--- src/hdl/dcb_pkg.sv ---
// Package of constants and types for the DDR2 command and burst block
package dcb_pkg;
  localparam int BANKS = 4;
  localparam int ROW_W = 14;
  localparam int COL_W = 10;
  localparam int MODE_W = 17;
  localparam int DATA_W = 8;
  // Mode word field positions and the auto precharge address bit
  localparam int BSZ_LSB = 0;
  localparam int ORDER_BIT = 3;
  localparam int DLL_RESTART_BIT = 8;
  localparam int AP_BIT = 10;
  // Burst size codes
  localparam logic [2:0] BSZ_FOUR = 3'h2;
  localparam logic [2:0] BSZ_EIGHT = 3'h3;
  // Mode register selected by bank inputs
  localparam logic [1:0] MODE_SEL_MAIN = 2'h0;
  localparam logic [MODE_W-1:0] MODE_RESET = 17'h00002;
  // Cycle counts
  localparam logic [3:0] PRE_CYC = 4'h4;
  localparam logic [2:0] DELAY_MAX = 3'h6;

  typedef enum logic [4:0] {
    CMD_NONE = 5'h00,
    CMD_ACT = 5'h01,
    CMD_RD = 5'h02,
    CMD_WR = 5'h04,
    CMD_PRE = 5'h08,
    CMD_OTH = 5'h10
  } dcb_cmd_t;

  typedef enum logic [2:0] {
    BST_IDLE = 3'h1,
    BST_RUN = 3'h2,
    BST_SELF = 3'h4
  } dcb_state_t;

  typedef struct packed {
    logic csN;
    logic rasN;
    logic casN;
    logic weN;
    logic cke;
    logic [1:0] bank;
    logic [ROW_W-1:0] addr;
  } dcb_pins_t;

  typedef struct packed {
    logic write;
    logic [1:0] bank;
    logic [ROW_W-1:0] row;
    logic [COL_W-1:0] col;
    logic mask;
    logic [DATA_W-1:0] data;
  } dcb_beat_t;
endpackage
--- src/hdl/dcb_core.sv ---
// Command decode, bank tracking, mode word and burst ordering
`timescale 1ns/100ps
// Functional notes
// - Chip select high ignores pins; running operations continue.
// - No-operation registers nothing and disturbs nothing.
// - Mode load picks register by bank inputs, data from address.
// - Activate opens row in bank until that bank is precharged.
// - Read starts burst from open row at given column.
// - Write starts burst into open row at given column.
// - Address bit ten selects auto precharge at burst end.
// - Added delay postpones read and write registration by cycles.
// - Mask low stores beat, mask high discards it.
// - Precharge closes one or all banks, idle after precharge time; here bankOpen clears at once and the timer gates nothing.
// - Precharge to idle or precharging bank restarts its period.
// - Access to another bank allowed during auto precharge.
// - Refresh with all idle; internal address; one per command.
// - Refresh with clock gate low enters self refresh.
// - Self refresh turns delay loop off; exit turns it on.
// - Mode load rewrites all fields; restart bit self clears.
// - Burst size field sets four or eight for both directions.
// - Burst wraps inside aligned block of burst size.
// - Order bit picks sequential or interleaved.
// - Sequential counts modulo four within nibble, repeats in other.
// - Interleaved index is start low bits xor beat count.
// - Activate, read, write, precharge decode from three strobes.
module dcb_core
  import dcb_pkg::*;
(
  // Clock and reset
  input wire logic clk_sys,
  input wire logic rst,
  // Command pins
  input wire logic csN,
  input wire logic rasN,
  input wire logic casN,
  input wire logic weN,
  input wire logic cke,
  input wire logic [1:0] bank,
  input wire logic [ROW_W-1:0] addr,
  // Write data beside the command, one per beat
  input wire logic [DATA_W-1:0] wrData,
  input wire logic writeByteMask,
  // Added command delay in cycles
  input wire logic [2:0] addedCommandDelay,
  // Beat stream to array
  output logic beatValid,
  input wire logic beatReady,
  output dcb_beat_t beatOut,
  // Status
  output logic [BANKS-1:0] bankOpen,
  output logic [MODE_W-1:0] operatingModeWord,
  output logic dllOn,
  output logic selfRefresh,
  output logic refreshPulse,
  output logic [ROW_W-1:0] refreshRow
);
  // ----------------------------------------------------------
  // Pin sampling (three stages, change on agreement)
  // ----------------------------------------------------------
  dcb_pins_t pinNow;
  dcb_pins_t s1Q, s2Q, s3Q, pinQ;
  assign pinNow = '{csN, rasN, casN, weN, cke, bank, addr};
  logic [DATA_W-1:0] d1Q, d2Q;
  logic m1Q, m2Q;
  logic newQ;
  always_ff @(posedge clk_sys or posedge rst) begin
    if (rst) begin
      s1Q <= '{csN: 1'b1, rasN: 1'b1, casN: 1'b1, weN: 1'b1,
               cke: 1'b1, default: '0};
      s2Q <= '{csN: 1'b1, rasN: 1'b1, casN: 1'b1, weN: 1'b1,
               cke: 1'b1, default: '0};
      s3Q <= '{csN: 1'b1, rasN: 1'b1, casN: 1'b1, weN: 1'b1,
               cke: 1'b1, default: '0};
      pinQ <= '{csN: 1'b1, rasN: 1'b1, casN: 1'b1, weN: 1'b1,
                cke: 1'b1, default: '0};
      d1Q <= '0;
      d2Q <= '0;
      m1Q <= 1'b1;
      m2Q <= 1'b1;
      newQ <= 1'b0;
    end else begin
      s1Q <= pinNow;
      s2Q <= s1Q;
      s3Q <= s2Q;
      d1Q <= wrData;
      d2Q <= d1Q;
      m1Q <= writeByteMask;
      m2Q <= m1Q;
      if (s2Q == s3Q) begin
        pinQ <= s3Q;
      end
      // One decode per settled change: a command held for several
      // cycles runs once, but two equal commands need a gap between
      newQ <= (s2Q == s3Q) && (s3Q != pinQ);
    end
  end

  // ----------------------------------------------------------
  // Command decode
  // ----------------------------------------------------------
  dcb_cmd_t cmd;
  logic isLoad, isRefresh;
  always_comb begin
    cmd = CMD_NONE;
    isLoad = 1'b0;
    isRefresh = 1'b0;
    if (!pinQ.csN && newQ) begin
      unique case ({pinQ.rasN, pinQ.casN, pinQ.weN})
        3'b011: cmd = CMD_ACT;
        3'b101: cmd = CMD_RD;
        3'b100: cmd = CMD_WR;
        3'b010: cmd = CMD_PRE;
        3'b000: begin
          cmd = CMD_OTH;
          isLoad = 1'b1;
        end
        3'b001: begin
          cmd = CMD_OTH;
          isRefresh = 1'b1;
        end
        default: cmd = CMD_NONE;
      endcase
    end
  end

  // ----------------------------------------------------------
  // Mode word
  // ----------------------------------------------------------
  logic [MODE_W-1:0] mode_q;
  always_ff @(posedge clk_sys or posedge rst) begin
    if (rst) begin
      mode_q <= MODE_RESET;
    end else if (isLoad && pinQ.bank == MODE_SEL_MAIN) begin
      // Whole word replaced; upper bits zero-filled
      mode_q <= {{(MODE_W-ROW_W){1'b0}}, pinQ.addr};
    end else begin
      mode_q[DLL_RESTART_BIT] <= 1'b0;
    end
  end
  assign operatingModeWord = mode_q;
  // Reserved size codes fall back to four
  logic eight;
  assign eight = (mode_q[BSZ_LSB +: 3] == BSZ_EIGHT);
  logic interleave;
  assign interleave = mode_q[ORDER_BIT];

  // ----------------------------------------------------------
  // Bank state: open rows and precharge timers
  // ----------------------------------------------------------
  logic [ROW_W-1:0] rowQ [BANKS];
  logic [3:0] preCntQ [BANKS];
  logic [BANKS-1:0] openQ;
  logic [BANKS-1:0] apReq;
  genvar gb;
  generate
    for (gb = 0; gb < BANKS; gb++) begin : g_bank
      logic hitPre;
      assign hitPre = (cmd == CMD_PRE) &&
                      (pinQ.addr[AP_BIT] || pinQ.bank == gb);
      always_ff @(posedge clk_sys or posedge rst) begin
        if (rst) begin
          openQ[gb] <= 1'b0;
          rowQ[gb] <= '0;
          preCntQ[gb] <= '0;
        end else begin
          if (hitPre || apReq[gb]) begin
            openQ[gb] <= 1'b0;
            preCntQ[gb] <= PRE_CYC;
          end else if (cmd == CMD_ACT && pinQ.bank == gb) begin
            openQ[gb] <= 1'b1;
            rowQ[gb] <= pinQ.addr;
          end else if (preCntQ[gb] != 4'h0) begin
            preCntQ[gb] <= preCntQ[gb] - 4'h1;
          end
        end
      end
    end
  endgenerate
  assign bankOpen = openQ;

  // ----------------------------------------------------------
  // Refresh, self refresh and delay loop
  // ----------------------------------------------------------
  logic selfQ, dllQ, refQ;
  logic [ROW_W-1:0] refRowQ;
  always_ff @(posedge clk_sys or posedge rst) begin
    if (rst) begin
      selfQ <= 1'b0;
      dllQ <= 1'b1;
      refQ <= 1'b0;
      refRowQ <= '0;
    end else begin
      refQ <= 1'b0;
      if (selfQ) begin
        if (pinQ.cke) begin
          selfQ <= 1'b0;
          dllQ <= 1'b1;
        end
      end else if (isRefresh && openQ == '0) begin
        refQ <= pinQ.cke;
        refRowQ <= refRowQ + 14'h0001;
        if (!pinQ.cke) begin
          selfQ <= 1'b1;
          dllQ <= 1'b0;
        end
      end
    end
  end
  assign selfRefresh = selfQ;
  assign dllOn = dllQ;
  assign refreshPulse = refQ;
  assign refreshRow = refRowQ;

  // ----------------------------------------------------------
  // Added delay line for read and write
  // ----------------------------------------------------------
  typedef struct packed {
    logic vld;
    logic wr;
    logic ap;
    logic [1:0] bank;
    logic [COL_W-1:0] col;
  } dcb_acc_t;
  dcb_acc_t dlyQ [DELAY_MAX+1];
  dcb_acc_t accNow, accOut;
  assign accNow = '{vld: (cmd == CMD_RD || cmd == CMD_WR),
                    wr: (cmd == CMD_WR), ap: pinQ.addr[AP_BIT],
                    bank: pinQ.bank, col: pinQ.addr[COL_W-1:0]};
  always_ff @(posedge clk_sys or posedge rst) begin
    if (rst) begin
      for (int i = 0; i <= DELAY_MAX; i++) begin
        dlyQ[i] <= '0;
      end
    end else begin
      dlyQ[0] <= accNow;
      for (int i = 1; i <= DELAY_MAX; i++) begin
        dlyQ[i] <= dlyQ[i-1];
      end
    end
  end
  assign accOut = (addedCommandDelay == 3'h0) ? accNow :
                  dlyQ[addedCommandDelay - 3'h1];

  // ----------------------------------------------------------
  // Burst engine
  // ----------------------------------------------------------
  dcb_state_t stQ;
  dcb_acc_t curQ;
  logic [2:0] beatQ;
  logic bufReady;
  logic [2:0] idx;
  logic lastBeat;
  always_comb begin
    if (interleave) begin
      idx = curQ.col[2:0] ^ beatQ;
    end else begin
      idx = {curQ.col[2] ^ beatQ[2],
             2'(curQ.col[1:0] + beatQ[1:0])};
    end
    if (!eight) begin
      idx[2] = curQ.col[2];
    end
  end
  assign lastBeat = (beatQ == (eight ? 3'h7 : 3'h3));

  always_ff @(posedge clk_sys or posedge rst) begin
    if (rst) begin
      stQ <= BST_IDLE;
      curQ <= '0;
      beatQ <= '0;
    end else begin
      unique case (stQ)
        BST_IDLE: begin
          if (accOut.vld) begin
            curQ <= accOut;
            beatQ <= '0;
            stQ <= BST_RUN;
          end else if (selfQ) begin
            stQ <= BST_SELF;
          end
        end
        BST_RUN: begin
          if (bufReady) begin
            if (lastBeat) begin
              // New access (same or other bank) chains directly
              if (accOut.vld) begin
                curQ <= accOut;
                beatQ <= '0;
              end else begin
                stQ <= BST_IDLE;
              end
            end else begin
              beatQ <= beatQ + 3'h1;
            end
          end
        end
        BST_SELF: begin
          if (!selfQ) begin
            stQ <= BST_IDLE;
          end
        end
      endcase
    end
  end
  generate
    for (gb = 0; gb < BANKS; gb++) begin : g_ap
      assign apReq[gb] = (stQ == BST_RUN) && bufReady && lastBeat &&
                         curQ.ap && (curQ.bank == gb);
    end
  endgenerate

  // ----------------------------------------------------------
  // Two-entry beat buffer toward the array
  // ----------------------------------------------------------
  // A command arriving while stalled can be dropped; the controller
  // must keep beatReady high in practice.
  dcb_beat_t bufQ [2];
  logic [1:0] cntQ;
  logic validQ;
  logic push, pop;
  dcb_beat_t beatNow;
  assign bufReady = (cntQ != 2'h2);
  assign push = (stQ == BST_RUN) && bufReady;
  assign pop = (cntQ != 2'h0) && beatReady;
  assign beatNow = '{write: curQ.wr, bank: curQ.bank,
                     row: rowQ[curQ.bank],
                     col: {curQ.col[COL_W-1:3], idx},
                     mask: curQ.wr & m2Q, data: d2Q};
  always_ff @(posedge clk_sys or posedge rst) begin
    if (rst) begin
      bufQ[0] <= '0;
      bufQ[1] <= '0;
      cntQ <= '0;
      validQ <= 1'b0;
    end else begin
      // Head entry feeds the port, so beatOut leaves a flop directly
      if (pop) begin
        bufQ[0] <= (push && cntQ == 2'h1) ? beatNow : bufQ[1];
      end else if (push) begin
        bufQ[cntQ[0]] <= beatNow;
      end
      cntQ <= cntQ + {1'b0, push} - {1'b0, pop};
      validQ <= (cntQ + {1'b0, push} - {1'b0, pop}) != 2'h0;
    end
  end
  assign beatValid = validQ;
  assign beatOut = bufQ[0];
endmodule

--- config.mk ---
export PLATFORM = sky130hd
export DESIGN_NAME = dcb_core
export DESIGN_NICKNAME = d
export VERILOG_FILES = /design/src/hdl/dcb_pkg.sv /design/src/hdl/dcb_core.sv
export SDC_FILE = /design/constraint.sdc
export NUM_CORES = 1
export LEC_CHECK = 0
export ABC_AREA = 1
export BUFFER_PORTS_ARGS = -buffer_cell sky130_fd_sc_hd__buf_2
export CAP_MARGIN = 20
export CORE_UTILIZATION = 35
export DETAILED_ROUTE_END_ITERATION = 16
export GPL_TIMING_DRIVEN = 0
export HOLD_SLACK_MARGIN = 0.08
export PLACE_DENSITY = 0.57
export SLEW_MARGIN = 30
export SYNTH_ARGS = -nofsm -noshare
export SYNTH_HDL_FRONTEND = slang
export SYNTH_SLANG_ARGS = --single-unit
--- constraint.sdc ---
create_clock -name clk_sys -period 26.3 [get_ports clk_sys]
set_input_delay 3.945 -clock clk_sys [delete_from_list [all_inputs] [get_ports clk_sys]]
set_output_delay 3.945 -clock clk_sys [all_outputs]
set_load 0.005 [all_outputs]
* Yosys cells after proc, flatten, opt, wreduce, memory -nomap -nowiden
Cells that the tools add are included.
** Storage, ports and cells
- Input bits :: 36
- Output and inout port bits :: 75
- Word-level logic and storage cells :: 268
- Bits in registers :: 395
** Cells by class
- Magnitude comparators :: 4
- Reduce and logical (&&, ||, !) cells :: 57
- Equal/unequal tests :: 31
- Bitwise operators :: 12
- Multiplexer cells :: 55
- Add/sub/neg operators :: 6
** Operator list (count)
- two-way mux 36 bit :: 3
- two-way mux 15 bit :: 6
- bitwise mux 72 bit :: 1
- two-way mux 72 bit :: 1
- binary-select mux 15 bit (select 3 bit) :: 1
- demux 36 bit (select 1 bit) :: 1
- two-way mux 3 bit :: 11
- case mux 15 bit (2 select lines) :: 1
- binary-select mux 14 bit (select 2 bit) :: 1
- two-way mux 14 bit :: 2
- case mux 5 bit (5 select lines) :: 1
- two-way mux 1 bit :: 23
- logical AND 1 bit :: 22
- equality test 21 bit :: 1
- inequality test 21 bit :: 1
- nonzero test 2 bit :: 9
- adder 14 x 1 -> 14 bit (second input constant) :: 1
- AND reduction 2 bit :: 7
- equality test 3 x 2 -> 1 bit (second input constant) :: 4
- inequality test 2 bit (second input constant) :: 6
- equality test 3 bit (second input constant) :: 3
- logical OR 1 bit :: 9
- case mux 3 bit (3 select lines) :: 1
- equality test 2 bit (second input constant) :: 4
- 34 further kinds :: 45

* Longest topological paths before layout
Gate-level depths: netlist of run 1.
- Depth after elaboration :: 11
- Gate-level depth with buffers :: 15
- Mapped depth without buffers :: 13

* Worst setup path after synthesis of run 1
OpenSTA, ideal clock, no wires.
- Path kind :: input port to flip-flop
- Start :: input addedCommandDelay[0]
- End :: register curQ, in the netlist beatNow[33]
- Required time :: 26.224 ns
- Path buffers :: 4
- Path slack :: 20.339 ns
- Setup time :: 0.076 ns
- Data arrival time :: 5.885 ns
- Stages on the path :: 13
- Path through :: buf_2 > inv_2 > clkbuf_1 > ha_1 > inv_1 > clkbuf_1 > clkbuf_1 > o21ai_0 > o22ai_1 > nand2_1 > nand3_1 > o21ai_0 > o21ai_1
** Between the ends
- Cells in the longest elaborated chain, start to end :: 10
- Elaborated cells on any way between the ends :: 11
- Classes of those cells :: add/sub (1); mux (8); bitwise (1); reduce/logical (1)
** RTL lines
- start, declared :: RTL line dcb_core.sv:44 : input wire logic [2:0] addedCommandDelay,
- subtractor 3 x 1 -> 3 bit :: RTL line dcb_core.sv:242 : dlyQ[addedCommandDelay - 3'h1];
- inverter 3 -> 4 bit (not written as such) :: RTL line dcb_core.sv:242
- binary-select mux 15 bit (select 3 bit) :: RTL line dcb_core.sv:242
- two-way mux 15 bit (not written as such) (2 in series) :: RTL line dcb_core.sv:242
- two-way mux 15 bit * :: RTL line dcb_core.sv:241 : assign accOut = (addedCommandDelay == 3'h0) ? accNow :
- two-way mux 15 bit * :: RTL line dcb_core.sv:274, dcb_core.sv:286
- two-way mux 15 bit :: RTL line dcb_core.sv:284 : if (lastBeat) begin
- two-way mux 15 bit :: RTL line dcb_core.sv:283 : if (bufReady) begin
- case mux 15 bit (2 select lines) * :: RTL line dcb_core.sv:272 : unique case (stQ)
- end signal, assigned :: RTL line dcb_core.sv:275 : curQ <= accOut;
- end signal, assigned :: RTL line dcb_core.sv:287 : curQ <= accOut;
- end, declared :: RTL line dcb_core.sv:248 : dcb_acc_t curQ;
Mark *: on every way between the ends. The rest lies on a longest branch, timed or not. The select of a mux whose other input is x is not followed.
A chain may end at the register's enable or synchronous reset.

* Worst setup path in the final report of run 1
- Start :: input addedCommandDelay[0]
- End :: register curQ, in the netlist beatNow[15]
The elaborated chain is that of the path after synthesis.

==> metrics.md, run 1 <==
| Metric | Value |
|---|---|
| Status | complete, no violations |
| Worst-case clock buffer depth | 3 |
| Synth Instances | 1,595 |
| Wire length of the first global-routing pass | ~65,000 µm |
| Worst IR drop on VDD | between 0.00004 and 0.00005 V |
| First-pass iteration count of the detailed router | 5 |
| Number of setup violations in the final report | 0 |
| Library cell with the highest instance count after synthesis | sky130_fd_sc_hd__dfrtp_1 |
| Die span in x | 214.4 µm |
| Final Hold Slack | 0.3470 ns |
| Cell variety after synth | 37 |
| Cell chosen for the clock root | sky130_fd_sc_hd__clkbuf_16 |
| Synth Cell Area | 15,800 µm² |
| Hold violation total from the final report | 0 |
| # clock sinks | 394 |
| Capturing element type of the critical path | flop |
| Mean area per synthesized cell | 9.904 µm² |
| Standard cell core area | between 40,000 and 50,000 µm² |
| Setup repair after global routing missed its margin | no |
| Worst slack, placed | 19.30 ns |
| Crit path required time | 26.78 ns |
| Clock Skews | 0.01943 ns |
| Post-detailed-route count of antenna-violating nets | 0 |
| Number of antenna repair diodes | 0 |
| Maximum achievable frequency | 153.8 MHz |
| Power density over the cells | 89.32 nW/µm² |
| Final-layout fill cell count | 4,286 |
| Total negative setup slack | 0 ns |
| Vias post-DR | 11.72k |
| Most instantiated flip-flop cell in the synthesis netlist | sky130_fd_sc_hd__dfrtp_1 |
| Overflow after GRT | 0 |
| Area growth syn-to-layout | 17.75% |
| Critical path arrival | 6.98 ns |
| Area share of the largest cell type after synthesis | about three fifths |
| Hold_sp | s1Q[15] |
| Sequential cell area fraction in the yosys report | 62.61% |
| Top cells by area in the synthesized netlist | sky130_fd_sc_hd__dfrtp_1 58%, sky130_fd_sc_hd__nand2_1 7.6%, sky130_fd_sc_hd__o21ai_0 4.8% |
| Vias in the first global route | around 12k |
| Initial antenna violation count | 0 |
| Period utilization | approximately a quarter |
| Most used standard cells in the synthesized netlist | 369 x sky130_fd_sc_hd__dfrtp_1, 318 x sky130_fd_sc_hd__nand2_1, 150 x sky130_fd_sc_hd__o21ai_0 |
| CTS buffer count | 43 |
| Total of max-cap violations | 0 |
| H-tree depth | 2 |
| Reg-to-Reg Start | cntQ[0] |
| Largest fanout on the critical path | 11 |
| Start point of the critical path | addedCommandDelay[0] |
| GP Congestion | about 0.84 |
| Synth warnings | 0 |
| Average wire per standard cell | around 17 µm |
| Final Worst Setup Slack | 19.80 ns |
| Wirelength, routed | a little over 40,000 µm |
| Post-CTS setup buffer count | 0 |
| Resized Gates After CTS | 0 |
| Library cell with the largest summed area after synthesis | sky130_fd_sc_hd__dfrtp_1 |
| Number of buffers added to fix hold violations after cts | 0 |
| Launching element type of the critical path | input pin |
| Clock slew at reported path FFs | 0.06 ns |
| Total global-route track usage | 17.84% |
| Port bufs | 106 |
| Cell leakage power | 8.783 nW |
| Synth async-reset ratio | 100.0% |
| Maximum number of pins on one net before global-route repair | 95 |
| Headroom to the max-slew limit | 54.50% |
| Count of flip-flops with a built-in enable after synthesis | 0 |
| Slew @ Worst Pin | roughly 0.68 ns |
| Ratio of cells with drive above 1 in the final layout | 15.93% |
| Total number of nets in the final design | 1,797 |
| Num rows | 77 |
| Post-DP Area | 17,190 µm² |
| Number of max-slew violations in the final report | 0 |
| Clock insertion delay at the later pin of the skew report | 0.56 ns |
| Overall die area | around 46,000 µm² |
| Clock tree from TritonCTS | built |
| Total non-filler cell area in the finished layout | about 19,000 µm² |
| HPWL after detailed placement | 27,340 µm |
| Number of top-level design ports | around 110 |
| Number of DRC markers after the initial detailed-route iteration | 976 |
| Initial cell density of the core | 35.57% |
| HP Class | flop to flop |
| Die height | ~210 µm |
| Vias per inst | 4.934 |
| Post-route total power | approximately 1.7 mW |
| Post-layout min period | 6.503 ns |
| Register bit total from synthesis | about 390 |
| Critical path class | input pin to flop |
| DRC violations left | 0 |
-- kinds of logic (layout without fill, tap and decap cells) --
logic type	Yosys count	after routing	synth area share [%]
other cells	1	3	0.02374
xor+xnor	54	54	2.994
buf+inv	213	399	6.384
simple gates	584	584	15.72
flops	394	394	62.61
compound gates	340	340	11.55
fa+ha+maj	9	9	0.7129
-- layout by cell type (no fill, tap or decap), types with 2 or more instances in the layout --
cell,count
sky130_fd_sc_hd__o22ai_1,14
sky130_fd_sc_hd__buf_6,5
sky130_fd_sc_hd__or2_2,5
sky130_fd_sc_hd__o21ai_1,45
sky130_fd_sc_hd__nand4_1,49
sky130_fd_sc_hd__buf_2,116
sky130_fd_sc_hd__conb_1,3
sky130_fd_sc_hd__xor2_1,20
sky130_fd_sc_hd__ha_1,9
sky130_fd_sc_hd__buf_16,4
sky130_fd_sc_hd__inv_2,8
sky130_fd_sc_hd__nand2_1,318
sky130_fd_sc_hd__inv_1,86
sky130_fd_sc_hd__buf_4,42
sky130_fd_sc_hd__nor3_1,11
sky130_fd_sc_hd__clkbuf_1,68
sky130_fd_sc_hd__clkbuf_16,44
sky130_fd_sc_hd__o21ai_0,150
sky130_fd_sc_hd__buf_1,4
sky130_fd_sc_hd__dfstp_2,25
sky130_fd_sc_hd__bufinv_16,2
sky130_fd_sc_hd__a22oi_1,16
sky130_fd_sc_hd__dfrtp_1,369
sky130_fd_sc_hd__a21oi_1,80
sky130_fd_sc_hd__o211ai_1,4
sky130_fd_sc_hd__nor2_1,127
sky130_fd_sc_hd__a31oi_1,24
sky130_fd_sc_hd__o21ai_2,6
sky130_fd_sc_hd__nand3_1,66
sky130_fd_sc_hd__xnor2_1,34
sky130_fd_sc_hd__clkinv_2,5
sky130_fd_sc_hd__clkbuf_8,11
-- worst max-delay path: stages --
cell                       delay (ns)
sky130_fd_sc_hd__buf_2           0.14
sky130_fd_sc_hd__inv_2           0.14
sky130_fd_sc_hd__clkbuf_1        0.55
sky130_fd_sc_hd__ha_1            0.32
sky130_fd_sc_hd__clkbuf_1        0.40
sky130_fd_sc_hd__clkbuf_1        0.52
sky130_fd_sc_hd__o21ai_0         0.19
sky130_fd_sc_hd__o22ai_1         0.23
sky130_fd_sc_hd__nand2_1         0.08
sky130_fd_sc_hd__nand3_1         0.14
sky130_fd_sc_hd__o21ai_0         0.15
sky130_fd_sc_hd__o21ai_1         0.16
-- layout make-up --
type	count	area [µm²]	share of cell area [%]
flip-flops and latches	394	9891	53.18
multi-input cells	990	4905	26.37
clock buffers	67	1297	6.976
well taps	592	740.7	3.982
plain buffers	118	651.9	3.505
repair buffers	110	640.6	3.444
inverters	95	364.1	1.957
clock inverters	9	110.1	0.5920
-- flip-flops by register name, indices dropped and copies added, names as in the netlist, 4 cells and up --
name               flops
d1Q                    8
s3Q                   21
rowQ                  56
d2Q                    8
accNow                13
dlyQ                 105
bufQ                  36
s2Q                   21
beatOut               36
refreshRow            14
s1Q                   21
beatNow               10
pinQ                   8
bankOpen               4
curQ                   4
operatingModeWord     14
-- where the power goes --
part           internal, mW  total, mW  switching, mW
clock network         0.358      0.597          0.239
logic                 0.137      0.335          0.198
registers             0.680      0.730         0.0498
-- final timing paths --
path                                     to  slack [ns]  depth (start not counted)
worst min register to register      s2Q[15]        0.35                          0
worst max register to register  beatOut[13]       23.48                         11
worst max-delay path            beatNow[15]       19.80                         12
min in group asynchronous            s1Q[3]        3.38                          2
max in group asynchronous               m1Q       21.20                          5
worst min-delay path                s2Q[15]        0.35                          0
-- metrics by stage --
stage          utilization [%]  instances
6_report                 41.88       2375
5_1_grt                  41.88       2375
4_1_cts                  41.88       2375
3_5_place_dp             38.71       2299
3_3_place_gp             38.45       2295
2_1_floorplan                -       1597
-- routing by layer --
metal | vias up | share of wire, % | GRT usage (%)
met5 | - | 0 | 0
li1 | 5572 | - | -
met4 | 0 | 1.8 | 4.452
met2 | 336 | 46 | 28.26
met3 | 57 | 5.3 | 3.348
met1 | 5754 | 47 | 25.16
(Power assumes the default switching activity.)
==> run 2: changes to the inputs <==
- ABC_AREA: 1 -> 0
- PLACE_DENSITY: 0.57 -> 0.59
- clock period: 26.3 -> 5.31 ns (I/O delays scaled with it)
==> metrics.md, run 2 <==
| Metric | Value |
|---|---|
| Count of flip-flops with a built-in enable after synthesis | 0 |
| Clock slew at reported path FFs | approximately 0.06 ns |
| Area growth syn-to-layout | 19.29% |
| Total number of nets in the final design | 1,290 |
| CTS buffer count | 41 |
| Slowest library cell on the worst path | sky130_fd_sc_hd__buf_1 |
| Area share of the largest cell type after synthesis | 60.11% |
| Critical path arrival | 4.50 ns |
| Most instantiated flip-flop cell in the synthesis netlist | sky130_fd_sc_hd__dfrtp_1 |
| DRC violations left | 0 |
| Crit path buffers/inverters | 6 |
| Post-route total power | just under 8 mW |
| Clock tree from TritonCTS | built |
| Period utilization | 76.94% |
| Capturing element type of the critical path | flop |
| Most used standard cells in the synthesized netlist | 369 x sky130_fd_sc_hd__dfrtp_1, 124 x sky130_fd_sc_hd__mux2_2, 65 x sky130_fd_sc_hd__a21oi_1 |
| Resized Gates After CTS | 0 |
| Wirelength, routed | 32,590 µm |
| Maximum number of pins on one net before global-route repair | 33 |
| Cell leakage power | approximately 8.7 nW |
| Commonest non-fill, non-tap cell in the layout | sky130_fd_sc_hd__dfrtp_1 |
| Ratio of cells with drive above 1 in the final layout | roughly a third |
| Hold violation total from the final report | 0 |
| HPWL after detailed placement | 22,770 µm |
| Synth async-reset ratio | 100.0% |
| Maximum achievable frequency | ~240 MHz |
| Cell variety after synth | 57 |
| Critical path class | input pin to flop |
| Number of setup violations in the final report | 0 |
| Overall die area | roughly 45,000 µm² |
| Average wire per standard cell | roughly 18 µm |
| Power density over the cells | 433.0 nW/µm² |
| Num rows | 76 |
| Post-layout min period | 4.085 ns |
| Max incr delay on CP | 0.62 ns |
| First-pass iteration count of the detailed router | 5 |
| GP Congestion | 0.7856 |
| Synth Instances | roughly 1.1k |
| Vias post-DR | 8,875 |
| Post-CTS setup buffer count | 0 |
| Port bufs | approximately 110 |
| Post-detailed-route count of antenna-violating nets | 0 |
| Setup repair after global routing missed its margin | no |
| Clock Skews | around 0.012 ns |
| Largest register FFs | 105 |
| Wire length of the first global-routing pass | 53,040 µm |
| Number of top-level design ports | about 110 |
| HP Class | input pin to asynchronous set/reset pin |
| Cell Chain, Critical Path | buf_2 > buf_1 > clkbuf_1 > inv_1 > ha_1 > buf_2 > buf_1 > mux2_2 > a221oi_1 > nor3_1 > a21oi_1 > mux2i_1 |
| Standard cell core area | 43,170 µm² |
| Most used cells in the layout excluding fill and tap cells | 369 x sky130_fd_sc_hd__dfrtp_1, 124 x sky130_fd_sc_hd__mux2_2, 118 x sky130_fd_sc_hd__buf_2, 65 x sky130_fd_sc_hd__a21oi_1, 63 x sky130_fd_sc_hd__nor2_1 |
| Clock insertion delay at the later pin of the skew report | ~0.55 ns |
| Vias per inst | 4.766 |
| Status | complete, no violations |
| Library cell with the highest instance count after synthesis | sky130_fd_sc_hd__dfrtp_1 |
| Worst IR drop on VDD | 0.0002595 V |
| Final-layout fill cell count | 4,018 |
| Die span in x | approximately 210 µm |
| Cell chosen for the clock root | sky130_fd_sc_hd__clkbuf_16 |
| Total global-route track usage | 15.28% |
| Non-filler cells, final | 1,862 |
| Headroom to the max-slew limit | 42.76% |
| Top flop regs | dlyQ (105), rowQ (56) |
| Launching element type of the critical path | input pin |
| Overflow after GRT | 0 |
| Top register by number of flip-flops | dlyQ |
| Gate family responsible for the most delay along the worst path | buffers and inverters |
| Crit path required time | 5.73 ns |
| Top cells by area in the synthesized netlist | sky130_fd_sc_hd__dfrtp_1 60%, sky130_fd_sc_hd__mux2_2 9.1%, sky130_fd_sc_hd__dfstp_2 4.3% |
| Sequential cell area fraction in the yosys report | 64.38% |
| Largest fanout on the critical path | 10 |
| Number of buffers added to fix hold violations after cts | 0 |
| Slew @ Worst Pin | 0.8466 ns |
| Worst-case clock buffer depth | 3 |
| Synth warnings | 0 |
| Initial antenna violation count | 0 |
| Synth Cell Area | 15,360 µm² |
| Library cell with the largest summed area after synthesis | sky130_fd_sc_hd__dfrtp_1 |
| Vias in the first global route | around 9.3k |
| Total of max-cap violations | 0 |
| Placed Instances | 1,787 |
| Mean area per synthesized cell | 14.24 µm² |
| Number of DRC markers after the initial detailed-route iteration | around 520 |
| H-tree depth | 2 |
| # clock sinks | 394 |
| Initial cell density of the core | 35.58% |
| Register bit total from synthesis | 394 |
| Die height | 211.5 µm |
| Post-Route Utilization | 42.45% |
| Number of max-slew violations in the final report | 0 |
-- run 2: cell count changes after synthesis, sizes merged, moves of 16 or more --
cell,before,now
a31oi,24,4
mux4,0,29
nand3,68,6
mux2,0,133
a22oi,16,35
nor2,128,63
a221oi,0,16
o21ai,201,18
xor2,20,38
nand4,49,6
inv,95,23
nand2,319,26
clkbuf,57,39
-- run 2: per-layer routing --
metal / track usage, % / wire (µm) / up-vias
met2: 23.13 / 14670 / 174
met4: 5.122 / 872 / 0
met1: 21.96 / 15600 / 4541
li1: - / - / 4105
met5: 0 / 0 / -
met3: 2.952 / 1445 / 55
-- run 2: kinds of logic after synthesis --
group           after synthesis  share of synthesized area (%)
simple gates                163                          5.392
compound gates              153                          6.833
xor+xnor                     62                          3.535
flops                       394                          64.38
mux                         176                          14.94
fa+ha+maj                     9                         0.7330
other cells                   1                        0.02441
buf+inv                     121                          4.162
-- run 2: power by group --
part | internal, mW | leakage (nW) | switching, mW
Sequential | 3.34 | 5.14 | 0.196
Combinational | 0.679 | 2.86 | 0.804
Clock | 1.73 | 0.680 | 1.18
-- run 2: worst paths after layout --
check                      cells after the start          end  slack [ns]                 start
setup / recovery                              12  beatNow[18]        1.22  addedCommandDelay[0]
hold / removal                                 2       s1Q[7]        0.32                   rst
hold reg to reg                                0      s2Q[14]        0.34               s1Q[14]
max in group asynchronous                      8       d1Q[2]        3.41                   rst
setup reg to reg                               6      rowQ[0]        2.52  operatingModeWord[1]
min in group clk_sys                           0      s2Q[14]        0.34               s1Q[14]
-- run 2: final cells by class --
class	instances	area [µm²]	area share (%)
clock buffers	61	1211	6.609
multi-input cells	566	4846	26.44
inverters	23	90.09	0.4916
clock inverters	13	168.9	0.9218
diodes	1	2.502	0.01366
plain buffers	98	553.0	3.018
flip-flops and latches	394	9891	53.97
repair buffers	121	830.8	4.534
well taps	585	732.0	3.994
-- run 2: through the flow --
stage	hold slack [ns]	area (µm²)	setup WS [ns]	setup TNS, ns
3_5_place_dp	0.3347	16940	0.6078	0
2_1_floorplan	0.3312	15370	-0.7679	-283.37
6_report	0.3250	18330	1.225	0
5_1_grt	0.3164	18320	0.9501	0
3_3_place_gp	0.3325	16640	-2.892	-1072.54
4_1_cts	0.3170	18320	1.186	0
